===== src/hw/wamu_params.svh =====
/*
  Constants of the wide arithmetic unit: register offsets, field
  positions, reset values and divider step counts.
  Assumes inclusion by bare name from the design files.
*/
// What this block does
// - add24 adds 24-bit source into destination, updates all flags but nibble carry
// - after add24 or sub24, negative bit copies result bit 23
// - after add24 or sub24, null bit set when whole result is zero
// - nibble carry bit is undefined after add24 and sub24
// - add24 overflow is carry into bit 23 xor carry out of it
// - add24 carry bit set on carry out of bit 23
// - sub24 subtracts source from destination, stores it, updates flags
// - sub24 overflow is borrow into bit 23 xor borrow out of it
// - sub24 carry bit set on borrow out of bit 23
// - mul8u multiplies high byte by 8-bit operand into word high pair
// - mul16u unsigned product: upper half to high pair, lower to operand
// - mul16s signed product: upper half to high pair, lower to operand
// - high pair as multiply operand keeps upper half, drops lower half
// - div16u: quotient to high pair, remainder to 8-bit operand
// - div16u by zero: quotient all ones, remainder is original low byte
// - high byte as div16u operand: remainder high, quotient low byte low
// - low byte as div16u operand: quotient high byte high, remainder low
// - div32u divides both pairs by 16-bit operand, remainder to operand
// - div32u by zero: quotient all ones, remainder is original low pair
// - high pair as div32u operand: remainder high, quotient low half low
// - low pair as div32u operand: quotient upper bits high, remainder low
`ifndef WAMU_PARAMS_SVH
`define WAMU_PARAMS_SVH

// Register offsets
`define WAMU_OFS_FLAGS 2'h0
`define WAMU_OFS_STAT 2'h1

// Flag register field positions
`define WAMU_FLG_CY 0
`define WAMU_FLG_OVF 1
`define WAMU_FLG_NIB 2
`define WAMU_FLG_ZERO 3
`define WAMU_FLG_NEG 4

// Status register field positions
`define WAMU_STAT_BUSY 0
`define WAMU_STAT_OP_LO 1
`define WAMU_STAT_OP_HI 3

// Reset values
`define WAMU_FLAGS_RST 5'h00
`define WAMU_STAT_RST 8'h00

// Divider step counts
`define WAMU_DIV16_STEPS 6'h10
`define WAMU_DIV32_STEPS 6'h20

// Divide by zero quotients
`define WAMU_DIVZ_Q16 16'hFFFF
`define WAMU_DIVZ_Q32 32'hFFFF_FFFF

`endif


===== src/hw/wamu_pkg.sv =====
/*
  Types of the wide arithmetic unit: operations, operand overlap,
  controller states and the request and answer carriers.
  Assumes nothing beyond a SystemVerilog compiler.
*/
package wamu_pkg;

  // Operation codes from the decoder
  typedef enum logic [2:0] {
    OP_NONE, OP_ADD24, OP_SUB24, OP_MUL8U,
    OP_MUL16U, OP_MUL16S, OP_DIV16U, OP_DIV32U
  } wamu_op_e;

  // Which result register the operand overlaps
  typedef enum logic [1:0] {
    SEL_OTHER = 2'b00, SEL_HI = 2'b01, SEL_LO = 2'b10
  } wamu_sel_e;

  // Controller states, Gray along idle, divide, done
  typedef enum logic [1:0] {
    ST_IDLE = 2'b00, ST_DIV = 2'b01, ST_DONE = 2'b11
  } wamu_st_e;

  // Condition flags
  typedef struct packed {
    logic neg;
    logic zero;
    logic nib;
    logic ovf;
    logic cy;
  } wamu_flags_s;

  // Request from the decoder and register file
  typedef struct packed {
    logic valid;
    wamu_op_e op;
    wamu_sel_e sel;
    logic [23:0] dst;
    logic [23:0] src;
    logic [15:0] ax;
    logic [15:0] de;
  } wamu_req_s;

  // Write-back answer
  typedef struct packed {
    logic valid;
    logic ax_we;
    logic [15:0] ax;
    logic de_we;
    logic [15:0] de;
    logic opnd_we;
    logic [23:0] opnd;
  } wamu_rsp_s;

endpackage


===== src/hw/wamu_top.sv =====
/*
  Arithmetic unit for 24-bit add and subtract, 8x8 and 16x16
  multiply and 16/8 and 32/16 unsigned divide.
  Assumes the decoder holds a request until BUSY is low and
  writes back the registers that the answer enables.
*/
`timescale 1ns/10ps
`include "wamu_params.svh"

module wamu_top
  import wamu_pkg::*;
#(
  parameter int CNT_W = 6
)
(
  input logic CLK,
  input logic RST_N,
  input wamu_req_s REQ,
  output wamu_rsp_s RSP,
  output logic BUSY,
  output wamu_flags_s FLAGS,
  input logic [1:0] REG_ADDR,
  input logic [7:0] REG_WDATA,
  input logic REG_WR,
  input logic REG_RD,
  output logic [7:0] REG_RDATA
);

  // ==========================================================
  // Elaboration check
  // ==========================================================
  // Step counter must hold the 32-step count
  if (CNT_W < 6)
  begin : g_bad_cnt
    $error("CNT_W too small for the divider");
  end

  // ==========================================================
  // State
  // ==========================================================
  wamu_st_e st_r, st_nxt;
  wamu_rsp_s rsp_r, rsp_nxt;
  wamu_flags_s flags_r, flags_nxt;
  logic busy_r;
  logic [7:0] rdata_r, rdata_nxt;
  logic [2:0] lastop_r;
  logic [15:0] rem_r, rem_nxt;
  logic [31:0] quo_r, quo_nxt;
  logic [15:0] dvs_r;
  logic [CNT_W-1:0] cnt_r, cnt_nxt;
  logic is32_r;
  logic divz_r;
  wamu_sel_e sel_r;
  logic [15:0] orig_lo_r;

  // Request taken only while idle
  logic req_go;
  assign req_go = REQ.valid && (st_r == ST_IDLE);

  // ==========================================================
  // Add and subtract
  // ==========================================================
  logic [24:0] sum25;
  logic [24:0] dif25;
  logic [23:0] sum23;
  logic [23:0] dif23;
  logic add_c22, add_c23, sub_b22, sub_b23;
  logic is_add, is_sub, is_arith;

  assign sum25 = {1'b0, REQ.dst} + {1'b0, REQ.src};
  assign sum23 = {1'b0, REQ.dst[22:0]} + {1'b0, REQ.src[22:0]};
  assign dif25 = {1'b0, REQ.dst} - {1'b0, REQ.src};
  assign dif23 = {1'b0, REQ.dst[22:0]} - {1'b0, REQ.src[22:0]};

  // Carries and borrows at both bit 23 boundaries
  assign add_c22 = sum23[23];
  assign add_c23 = sum25[24];
  assign sub_b22 = dif23[23];
  assign sub_b23 = dif25[24];

  assign is_add = req_go && (REQ.op == OP_ADD24);
  assign is_sub = req_go && (REQ.op == OP_SUB24);
  assign is_arith = is_add || is_sub;

  logic [23:0] ar_res;
  assign ar_res = is_sub ? dif25[23:0] : sum25[23:0];

  // Flag values of add24 and sub24
  wamu_flags_s ar_flags;
  assign ar_flags.neg = ar_res[23];
  assign ar_flags.zero = (ar_res == 24'h00_0000);
  assign ar_flags.nib = flags_r.nib;
  assign ar_flags.ovf = is_sub ? (sub_b22 ^ sub_b23)
                               : (add_c22 ^ add_c23);
  // carry or borrow out of bit 23
  assign ar_flags.cy = is_sub ? sub_b23 : add_c23;

  // ==========================================================
  // Multiply
  // ==========================================================
  logic [15:0] prod8;
  logic [31:0] prod16u;
  logic signed [31:0] prod16s;
  logic [31:0] prod16;

  assign prod8 = {8'h00, REQ.ax[15:8]} * {8'h00, REQ.src[7:0]};
  assign prod16u = {16'h0000, REQ.ax} * {16'h0000, REQ.src[15:0]};
  assign prod16s = 32'(signed'(REQ.ax)) * 32'(signed'(REQ.src[15:0]));
  assign prod16 = (REQ.op == OP_MUL16S) ? prod16s : prod16u;

  // ==========================================================
  // Divider step, one quotient bit per clock
  // ==========================================================
  logic [16:0] rem_t;
  logic rem_ge;
  assign rem_t = {rem_r, quo_r[31]};
  assign rem_ge = (rem_t >= {1'b0, dvs_r});

  // Quotient and remainder at the end of a divide
  logic [15:0] q16;
  logic [7:0] r8;
  logic [31:0] q32;
  logic [15:0] r16;
  assign q16 = divz_r ? `WAMU_DIVZ_Q16 : quo_r[15:0];
  assign r8 = divz_r ? orig_lo_r[7:0] : rem_r[7:0];
  assign q32 = divz_r ? `WAMU_DIVZ_Q32 : quo_r;
  assign r16 = divz_r ? orig_lo_r : rem_r;

  // ==========================================================
  // Register bus decode
  // ==========================================================
  logic wr_flags, rd_flags, rd_stat;
  assign wr_flags = REG_WR && (REG_ADDR == `WAMU_OFS_FLAGS);
  assign rd_flags = REG_RD && (REG_ADDR == `WAMU_OFS_FLAGS);
  assign rd_stat = REG_RD && (REG_ADDR == `WAMU_OFS_STAT);

  logic [7:0] stat_val;
  always_comb
  begin
    stat_val = `WAMU_STAT_RST;
    stat_val[`WAMU_STAT_BUSY] = busy_r;
    stat_val[`WAMU_STAT_OP_HI:`WAMU_STAT_OP_LO] = lastop_r;
  end

  // Read data, unmapped offsets read zero
  always_comb
  begin
    rdata_nxt = 8'h00;
    if (rd_flags)
      rdata_nxt = {3'h0, flags_r};
    else if (rd_stat)
      rdata_nxt = stat_val;
  end

  // Flag update, arithmetic wins over a software write
  always_comb
  begin
    flags_nxt = flags_r;
    if (is_arith)
      flags_nxt = ar_flags;
    else if (wr_flags)
      flags_nxt = wamu_flags_s'(REG_WDATA[4:0]);
  end

  // ==========================================================
  // Controller and answer
  // ==========================================================
  always_comb
  begin
    st_nxt = st_r;
    rsp_nxt = '0;
    rem_nxt = rem_r;
    quo_nxt = quo_r;
    cnt_nxt = cnt_r;
    case (st_r)
      ST_IDLE:
      begin
        if (req_go)
        begin
          rsp_nxt.valid = 1'b1;
          case (REQ.op)
            OP_ADD24, OP_SUB24:
            begin
              rsp_nxt.opnd_we = 1'b1;
              rsp_nxt.opnd = ar_res;
            end
            OP_MUL8U:
            begin
              rsp_nxt.ax_we = 1'b1;
              rsp_nxt.ax = prod8;
            end
            OP_MUL16U, OP_MUL16S:
            begin
              rsp_nxt.ax_we = 1'b1;
              rsp_nxt.ax = prod16[31:16];
              rsp_nxt.opnd_we = (REQ.sel != SEL_HI);
              rsp_nxt.opnd = {8'h00, prod16[15:0]};
            end
            OP_DIV16U:
            begin
              rsp_nxt.valid = 1'b0;
              st_nxt = ST_DIV;
              rem_nxt = 16'h0000;
              quo_nxt = {REQ.ax, 16'h0000};
              cnt_nxt = CNT_W'(`WAMU_DIV16_STEPS);
            end
            OP_DIV32U:
            begin
              rsp_nxt.valid = 1'b0;
              st_nxt = ST_DIV;
              rem_nxt = 16'h0000;
              quo_nxt = {REQ.ax, REQ.de};
              cnt_nxt = CNT_W'(`WAMU_DIV32_STEPS);
            end
            default:
            begin
              rsp_nxt.valid = 1'b1;
            end
          endcase
        end
      end
      ST_DIV:
      begin
        // Restoring divide step
        rem_nxt = rem_ge ? 16'(rem_t - {1'b0, dvs_r}) : rem_t[15:0];
        quo_nxt = {quo_r[30:0], rem_ge};
        cnt_nxt = cnt_r - CNT_W'(1);
        if (cnt_r == CNT_W'(1))
          st_nxt = ST_DONE;
      end
      ST_DONE:
      begin
        st_nxt = ST_IDLE;
        rsp_nxt.valid = 1'b1;
        rsp_nxt.ax_we = 1'b1;
        if (!is32_r)
        begin
          rsp_nxt.ax = q16;
          rsp_nxt.opnd = {16'h0000, r8};
          rsp_nxt.opnd_we = (sel_r == SEL_OTHER);
          if (sel_r == SEL_HI)
            rsp_nxt.ax = {r8, q16[7:0]};
          else if (sel_r == SEL_LO)
            rsp_nxt.ax = {q16[15:8], r8};
        end
        else
        begin
          rsp_nxt.de_we = 1'b1;
          rsp_nxt.ax = q32[31:16];
          rsp_nxt.de = q32[15:0];
          rsp_nxt.opnd = {8'h00, r16};
          rsp_nxt.opnd_we = (sel_r == SEL_OTHER);
          if (sel_r == SEL_HI)
            rsp_nxt.ax = r16;
          else if (sel_r == SEL_LO)
            rsp_nxt.de = r16;
        end
      end
      default:
      begin
        st_nxt = ST_IDLE;
      end
    endcase
  end

  // Controller, answer and bus registers
  always_ff @(posedge CLK)
  begin
    if (!RST_N)
    begin
      st_r <= ST_IDLE;
      rsp_r <= '0;
      busy_r <= 1'b0;
      rdata_r <= 8'h00;
      lastop_r <= 3'h0;
    end
    else
    begin
      st_r <= st_nxt;
      rsp_r <= rsp_nxt;
      busy_r <= (st_nxt != ST_IDLE);
      rdata_r <= rdata_nxt;
      if (req_go)
        lastop_r <= REQ.op;
    end
  end

  // flags change only on add24, sub24 or bus write
  always_ff @(posedge CLK)
  begin
    if (!RST_N)
      flags_r <= `WAMU_FLAGS_RST;
    else
      flags_r <= flags_nxt;
  end

  // Divider datapath and captured divide operands
  always_ff @(posedge CLK)
  begin
    if (!RST_N)
    begin
      rem_r <= 16'h0000;
      quo_r <= 32'h0000_0000;
      cnt_r <= '0;
      dvs_r <= 16'h0000;
      is32_r <= 1'b0;
      divz_r <= 1'b0;
      sel_r <= SEL_OTHER;
      orig_lo_r <= 16'h0000;
    end
    else
    begin
      rem_r <= rem_nxt;
      quo_r <= quo_nxt;
      cnt_r <= cnt_nxt;
      if (req_go)
      begin
        is32_r <= (REQ.op == OP_DIV32U);
        sel_r <= REQ.sel;
        if (REQ.op == OP_DIV32U)
        begin
          dvs_r <= REQ.src[15:0];
          divz_r <= (REQ.src[15:0] == 16'h0000);
          orig_lo_r <= REQ.de;
        end
        else
        begin
          dvs_r <= {8'h00, REQ.src[7:0]};
          divz_r <= (REQ.src[7:0] == 8'h00);
          orig_lo_r <= {8'h00, REQ.ax[7:0]};
        end
      end
    end
  end

  // Outputs straight from flip-flops
  assign RSP = rsp_r;
  assign BUSY = busy_r;
  assign FLAGS = flags_r;
  assign REG_RDATA = rdata_r;

  // ==========================================================
  // Assertions
  // ==========================================================
  AST_ADD_SUM:
    assert property (@(posedge CLK) disable iff (!RST_N)
      is_add |=> RSP.opnd_we &&
        RSP.opnd == 24'($past(REQ.dst) + $past(REQ.src)))
    else $error("add24 sum wrong");

  AST_NEG:
    assert property (@(posedge CLK) disable iff (!RST_N)
      is_arith |=> FLAGS.neg == RSP.opnd[23])
    else $error("negative flag does not follow bit 23");

  AST_ZERO:
    assert property (@(posedge CLK) disable iff (!RST_N)
      is_arith |=> FLAGS.zero == (RSP.opnd == 24'h00_0000))
    else $error("null flag does not follow result");

  AST_ADD_OVF:
    assert property (@(posedge CLK) disable iff (!RST_N)
      is_add |=> FLAGS.ovf == ($past(REQ.dst[23]) ^
        $past(REQ.src[23]) ^ RSP.opnd[23] ^ FLAGS.cy))
    else $error("add24 overflow wrong");

  AST_ADD_CY:
    assert property (@(posedge CLK) disable iff (!RST_N)
      is_add |=> FLAGS.cy ==
        (({1'b0, $past(REQ.dst)} + {1'b0, $past(REQ.src)}) > 25'hFF_FFFF))
    else $error("add24 carry wrong");

  AST_SUB_DIFF:
    assert property (@(posedge CLK) disable iff (!RST_N)
      is_sub |=> RSP.opnd_we &&
        RSP.opnd == 24'($past(REQ.dst) - $past(REQ.src)))
    else $error("sub24 difference wrong");

  AST_SUB_CY:
    assert property (@(posedge CLK) disable iff (!RST_N)
      is_sub |=> FLAGS.cy == ($past(REQ.src) > $past(REQ.dst)))
    else $error("sub24 borrow wrong");

  AST_MUL_OVERLAP:
    assert property (@(posedge CLK) disable iff (!RST_N)
      (req_go && REQ.sel == SEL_HI &&
        (REQ.op == OP_MUL16U || REQ.op == OP_MUL16S))
      |=> RSP.ax_we && !RSP.opnd_we)
    else $error("multiply overlap wrote the operand");

  AST_DIV16_LAT:
    assert property (@(posedge CLK) disable iff (!RST_N)
      (req_go && REQ.op == OP_DIV16U)
      |=> BUSY && !RSP.valid ##17 RSP.valid && RSP.ax_we)
    else $error("div16u answer not on time");

  AST_FLAGS_HOLD:
    assert property (@(posedge CLK) disable iff (!RST_N)
      (req_go && !is_arith && !wr_flags) |=> $stable(FLAGS))
    else $error("flags changed on multiply or divide");

endmodule // wamu_top


===== config.mk =====
export PLATFORM = sky130hd
export DESIGN_NAME = wamu_top
export DESIGN_NICKNAME = d
export VERILOG_FILES = /design/src/hw/wamu_pkg.sv /design/src/hw/wamu_top.sv
export VERILOG_INCLUDE_DIRS = /design/src /design/src/hw
export SDC_FILE = /design/constraint.sdc
export NUM_CORES = 2
export LEC_CHECK = 0
export BUFFER_PORTS_ARGS = -buffer_cell sky130_fd_sc_hd__buf_2
export CAP_MARGIN = 10
export CORE_ASPECT_RATIO = 1.1
export CORE_MARGIN = 2
export CORE_UTILIZATION = 60
export CTS_CLUSTER_SIZE = 10
export DETAILED_ROUTE_END_ITERATION = 12
export PLACE_DENSITY_LB_ADDON = 0.05
export RECOVER_POWER = 100
export SLEW_MARGIN = 30
export SYNTH_ARGS = -nofsm -noshare
export SYNTH_HDL_FRONTEND = slang
export SYNTH_SLANG_ARGS = --single-unit

===== constraint.sdc =====
create_clock -name CLK -period 22.8 [get_ports CLK]
set_input_delay 4.56 -clock CLK [delete_from_list [all_inputs] [get_ports CLK]]
set_output_delay 4.56 -clock CLK [all_outputs]
set_load 0.03 [all_outputs]

## Word level (Yosys, flattened, before mapping)

Index checks and enable logic that the tools add are counted.

- Register bits after elaboration: 169
- Output and inout bits: 74
- Logic and storage cells: 125

- Add/sub/neg operators: 6
- Multiply operators: 3
- $lt $le $gt $ge: 1
- Eq/ne operators: 17
- Mux-type cells: 44
- Bitwise operators: 4
- Reductions and logical operators: 25

Operators with widths:

| cell | number |
|---|---|
| 16-bit two-way mux | 13 |
| 32-bit one-hot mux with 2 select lines | 2 |
| 25-bit one-hot mux with 2 select lines | 2 |
| 32-bit two-way mux | 3 |
| 16-bit by 16-bit multiplier with 32-bit output | 2 |
| 18-bit one-hot mux with 2 select lines | 1 |
| 17-bit one-hot mux with 2 select lines | 1 |
| 16-bit one-hot mux with 2 select lines | 1 |
| 24-bit by 24-bit adder with 25-bit output | 1 |
| 25-bit two-way mux | 1 |
| 24-bit by 24-bit subtractor with 25-bit output | 1 |
| 23-bit by 23-bit adder with 24-bit output | 1 |
| 24-bit zero test | 1 |
| 24-bit two-way mux | 1 |
| 6-bit one-hot mux with 2 select lines | 2 |
| 23-bit by 23-bit subtractor with 24-bit output | 1 |
| 18-bit two-way mux | 1 |
| 17-bit by 16-bit >= comparator with 1-bit output | 1 |
| 17-bit two-way mux | 1 |
| 16-bit zero test | 1 |
| 8-bit by 8-bit multiplier with 16-bit output | 1 |
| 8-bit two-way mux | 2 |
| 16-bit subtractor | 1 |
| 5-bit two-way mux | 3 |
| 25 further kinds | 55 |

## Depth between registers and ports, before layout

- Word-level depth: 7
- Depth in mapped cells: 28

## Least setup slack after synthesis

OpenSTA, ideal clock, no wires.

- Path type: in2reg
- From: input port REQ[42] (netlist name)
- To: register rsp_r, in the netlist RSP[56]
- Library setup time: 0.074 ns
- Arrival: 10.762 ns
- Required time: 22.726 ns
- Path slack: 11.964 ns
- Stages: 23
- Cells stage by stage: clkbuf_1 > buf_1 > nand2_1 > fa_1 > fa_1 > fa_1 > inv_1 > fa_1 > fa_1 > inv_1 > fa_1 > inv_1 > ha_1 > a21oi_1 > o22ai_1 > or4_1 > a41oi_1 > o31ai_1 > a31oi_1 > o21ai_0 > nor4b_1 > a41oi_1 > a31oi_1

- Word-level cells in the longest chain between the ends: 5
- Elaborated cells on any way between the ends: 6

Ends and longest elaborated chain:

| what | RTL line | RTL |
|---|---|---|
| start, declared | wamu_top.sv:18 | `input wamu_req_s REQ,` |
| 16-bit by 16-bit multiplier with 32-bit output, on equally long branches | wamu_top.sv:107, wamu_top.sv:108 |  |
| 32-bit two-way mux * | wamu_top.sv:109 | `assign prod16 = (REQ.op == OP_MUL16S) ? prod16s : prod16u;` |
| 17-bit one-hot mux with 2 select lines * | wamu_top.sv:181 | `case (REQ.op)` |
| 18-bit two-way mux * | wamu_top.sv:178 | `if (req_go)` |
| 18-bit one-hot mux with 2 select lines * | wamu_top.sv:175 | `case (st_r)` |
| end signal, assigned | wamu_top.sv:280 | `rsp_r <= rsp_nxt;` |
| end, declared | wamu_top.sv:42 | `wamu_rsp_s rsp_r, rsp_nxt;` |

Every way passes the cells marked *; elsewhere a longest branch is shown, timed or not.
A chain may end at the register's enable or synchronous reset.

## Worst setup path in the final report

- From: input port REQ[34] (netlist name)
- To: register rsp_r, in the netlist RSP[52]

- Word-level cells in the longest chain between the ends: 5
- Elaborated cells on any way between the ends: 7

Ends and longest elaborated chain:

| what | RTL line |
|---|---|
| 16-bit by 16-bit multiplier with 32-bit output, on equally long branches | wamu_top.sv:107, wamu_top.sv:108 |
| 32-bit two-way mux | wamu_top.sv:109 |
| 17-bit one-hot mux with 2 select lines * | wamu_top.sv:181 |
| 18-bit two-way mux * | wamu_top.sv:178 |
| 18-bit one-hot mux with 2 select lines * | wamu_top.sv:175 |

Marked as above.

==> results.md <==
Route:
- The number of nets with antenna violations after routing is 0.
- The final routed wire length divided by cell count is about 22 um.
- The detailed router finished its first iteration with approximately 1,900 violations.
- The via density per instance is ~6.
- The first TritonRoute pass finished after 10 iterations.
- The total number of vias is 23,404.
- Wires add up to approximately 85,000 um.
- In the routed design, unresolved DRC markers number 0.

Critical path:
- The highest net fanout along the worst path is 20.
- STA classifies the critical path endpoint as a register.
- STA classifies the critical path startpoint as an input pin.
- The launch point of the worst reg-to-reg path is st_r[1]$_SDFF_PN0_.
- At the worst endpoint, the required time is roughly 23,000 ps.
- The data arrival time of the worst path is between 10,000 and 15,000 ps.
- The worst reg2reg path endpoint is FLAGS[3]$_SDFFE_PN0P_.
- The critical path in this run is classified as in2reg.
- The worst register-to-register path has a depth of 15.
- For flop-to-flop paths, the worst setup slack is between 15,000 and 20,000 ps.

Clock network:
- The number of clock buffers added by TritonCTS is 17.
- The number of sinks on the clock net is 166.
- The clock-pin slew on the worst setup and hold paths is 70 ps.
- Clock latency on the worst-skew pair, taken at its later pin, is ~440 ps.
- The root buffer cell is clkbuf_16.
- The buffer count from post-CTS setup fixing is 0.
- The number of hold buffers added after CTS is 0.
- The total of cells resized after clock tree synthesis is 0.
- The number of H-tree levels is 4.
- The number of buffers between clock root and the deepest sink is 2.
- TritonCTS built the clock tree.

Yosys:
- The leading register cell type out of synthesis is dfxtp_1.
- After synthesis the netlist holds a flip-flop and latch count of about 170.
- During synthesis, Yosys emitted a total of 0 warnings.
- The synthesized netlist devotes 41.9% of its cell area to adder and majority cells.
- The gate count of the mapped netlist is approximately 3,200.
- In the post-synthesis netlist, the biggest area contributors are fa_1 (30%), dfxtp_1 (12%), ha_1 (12%).
- Yosys mapped a number of flops with a built-in enable equal to 0.
- The dominant cell type by area after synthesis is fa_1.
- The area fraction of the dominant cell type after synthesis is 30.0%.
- The number of distinct standard cells referenced by the synthesized netlist is 80.
- After synthesis, the share of cell area in mux cells is 2.43%.
- The xor/xnor cell area share of the yosys netlist is roughly 3.1%.
- In the synthesized netlist the async set-or-reset flop fraction comes to 0%.
- A synthesized cell averages 8.36 um^2.
- Summing the areas of all compound-gate instances in the mapped netlist gives 14.3% of the synthesized area.
- The dominant combinational cell family by area after synthesis is adder cells.
- The summed instance area of the synthesized netlist is 0.0270 mm^2.
- The register area share after synthesis is 12.3%.
- After Yosys synthesis, and, or, nand and nor cells account for between 15 and 20% of the synthesized area.

Timing:
- The highest achievable clock rate is approximately 80 MHz.
- Setup repair after global routing left no endpoint under its margin.
- The worst setup slack after layout is about 10,000 ps.
- The count of final max-slew check failures is 228.
- Across the routed clock network, the largest skew measured is 13.5 ps.
- The number of hold-slack violations in the final timing report was 0.
- The worst slew slack as a fraction of its limit is -178%.
- The transition time at the pin with the least slew margin is roughly 4200 ps.
- The final critical delay including setup and external delays is 12,480 ps.
- After layout, the worst path uses ~55% of the clock period.
- The total setup violations reported at the end of the flow is 0.
- After routing, the total negative slack on setup checks comes to 0 ps.

Finish:
- Registers take 0.00332 mm^2.
- In the final layout, the share of cells above drive strength 1 is 5.22%.
- The number of nets in the finished design is between 4,000 and 5,000.
- In the final layout, the multi-input gates occupy between 0.02 and 0.025 mm^2.
- The layout-stage area growth over the synthesis result is 5.91%.
- The final core area utilization is ~64%.
- The count of cells in the finished layout, fillers not included, comes to ~3,900.
- The filler cell count in the final layout is 4,022.

Global route:
- The final global-route overflow total is 0.
- The global router's overall resource usage is 37.3%.
- The via count of the first global-routing pass was about 24,000.
- Entering global routing, the biggest net connects between 80 and 90 pins.
- The wire length of the first global-routing pass is 132,000 um.
- The initial antenna violation count is 1.

Floorplan:
- The standard-cell row count is 81.
- The initial utilization of the core area, before any placement, comes to 60.8%.
- The number of top-level design ports is 174.
- The core area is ~0.044 mm^2.
- The die is roughly 210 um wide.
- The die covers about 0.047 mm^2.
- The height of the die is about 230 um.

Placement:
- At the placement stage, the worst setup path has a slack of 10,860 ps.
- The congestion estimate from routability-driven global placement came to around 1.
- In this run, placement finished with an instance count of 3,845.
- The placed wire-length estimate after detailed placement is 66,400 um.
- Port buffering added about 170 buffers.

Min path:
- Along the worst hold path, the cell count comes to 2.
- The worst hold path begins at dvs_r[6]$_SDFFE_PN0P_.
- The hold-critical path endpoint is dvs_r[6]$_SDFFE_PN0P_.
- The type of the most critical hold path is reg2reg.

Status:
- The flow ran to the end, but the final reports show violations.
- The final reports fail on max-capacitance violations, max-slew violations.

Job:
- The tool flagged a number of max-cap violations equal to 6.
==> how the worst max path moves through the flow <==
stage | end | depth (start not counted) | startpoint | slack, ps
after floorplan | RSP[56]$_SDFF_PN0_ | 23 | REQ[42] | 11960
after global placement | RSP[57]$_SDFF_PN0_ | 22 | REQ[39] | 10890
after detailed placement | RSP[57]$_SDFF_PN0_ | 22 | REQ[39] | 10860
after CTS | RSP[57]$_SDFF_PN0_ | 22 | REQ[39] | 11300
after global routing | RSP[52]$_SDFF_PN0_ | 23 | REQ[34] | 10020
final | RSP[52]$_SDFF_PN0_ | 23 | REQ[34] | 10320
==> cell usage in the layout (no fill, tap or decap), types with 48 or more instances in the layout <==
cell      instances
fa_1            405
nand2_1         309
nor2_1          228
clkbuf_1         79
inv_1           597
a21oi_1         166
ha_1            256
mux2i_1          50
dfxtp_1         165
o21ai_0         127
buf_2            92
nor3_1           48
xnor2_1          75
and2_1          108
a211oi_1         60
==> metrics by stage <==
stage	hold slack [ps]	instance area [um^2]
detailed placement	452	28100
global route	483	28600
floorplan	436	27000
finish	462	28600
CTS	462	28700
global placement	442	28100
==> Yosys cell counts (all sizes together) (43+ instances only) <==
library cell / instances
a211oi: 60
nand2: 310
nor2: 229
a21oi: 166
and2: 113
fa: 405
o21ai: 130
nand2b: 43
ha: 257
inv: 597
xnor2: 75
clkbuf: 136
nor3: 49
mux2i: 50
dfxtp: 166
==> cell families (layout without fill, tap and decap cells) <==
| group | count (synthesis) | after routing |
|---|---|---|
| adders and majority gates | 662 | 662 |
| muxes | 64 | 64 |
| and+or+nand+nor | 887 | 887 |
| DFF | 166 | 166 |
| buffers and inverters | 755 | 813 |
| AOI/OAI and AO/OA | 604 | 604 |
| other | 1 | 6 |
| xor gates and xnor gates | 96 | 96 |
==> state kept, by name, summed over array words and instances (netlist names) <==
| signal | count |
|---|---|
| cnt_r | 6 |
| FLAGS | 5 |
| is32_r | 1 |
| rem_r | 16 |
| dvs_r | 16 |
| st_r | 2 |
| orig_lo_r | 16 |
| divz_r | 1 |
| REG_RDATA | 5 |
| sel_r | 2 |
| BUSY | 1 |
| lastop_r | 3 |
| quo_r | 32 |
| RSP | 60 |
==> worst max-delay path, stage by stage <==
cell and delay [ps]:
clkbuf_1 1250, nand2_1 280, fa_1 640, fa_1 570, inv_1 60, fa_1 490, inv_1 50, fa_1 580
inv_1 70, fa_1 470, inv_1 50, fa_1 470, inv_1 40, ha_1 350, nand3_1 190, o21ai_0 540
a41oi_1 310, o31ai_1 450, a31oi_1 230, xnor2_1 170, a22o_1 230, o21ai_0 490, a31oi_1 170
==> area by class of cell <==
class	count	area share, %
diodes	3	0.0262
inverters	598	7.84
repair buffers	184	2.98
flip-flops and latches	166	11.6
clock inverters	14	0.572
well taps	581	2.54
clock buffers	17	1.49
multi-input cells	2316	72.9
==> metal layers <==
metal  GRT usage (%)  wire [um]  vias to the layer above
met5               0          0                        -
met4            14.4       3350                        0
met3            5.25       7570                      176
met2            60.8      39500                     1086
met1            50.4      34700                    11623
li1                -          -                    10519
Power is left out: the tool's default activity adds up to more than one toggle a clock period on the data nets, which glitch-free logic cannot reach.
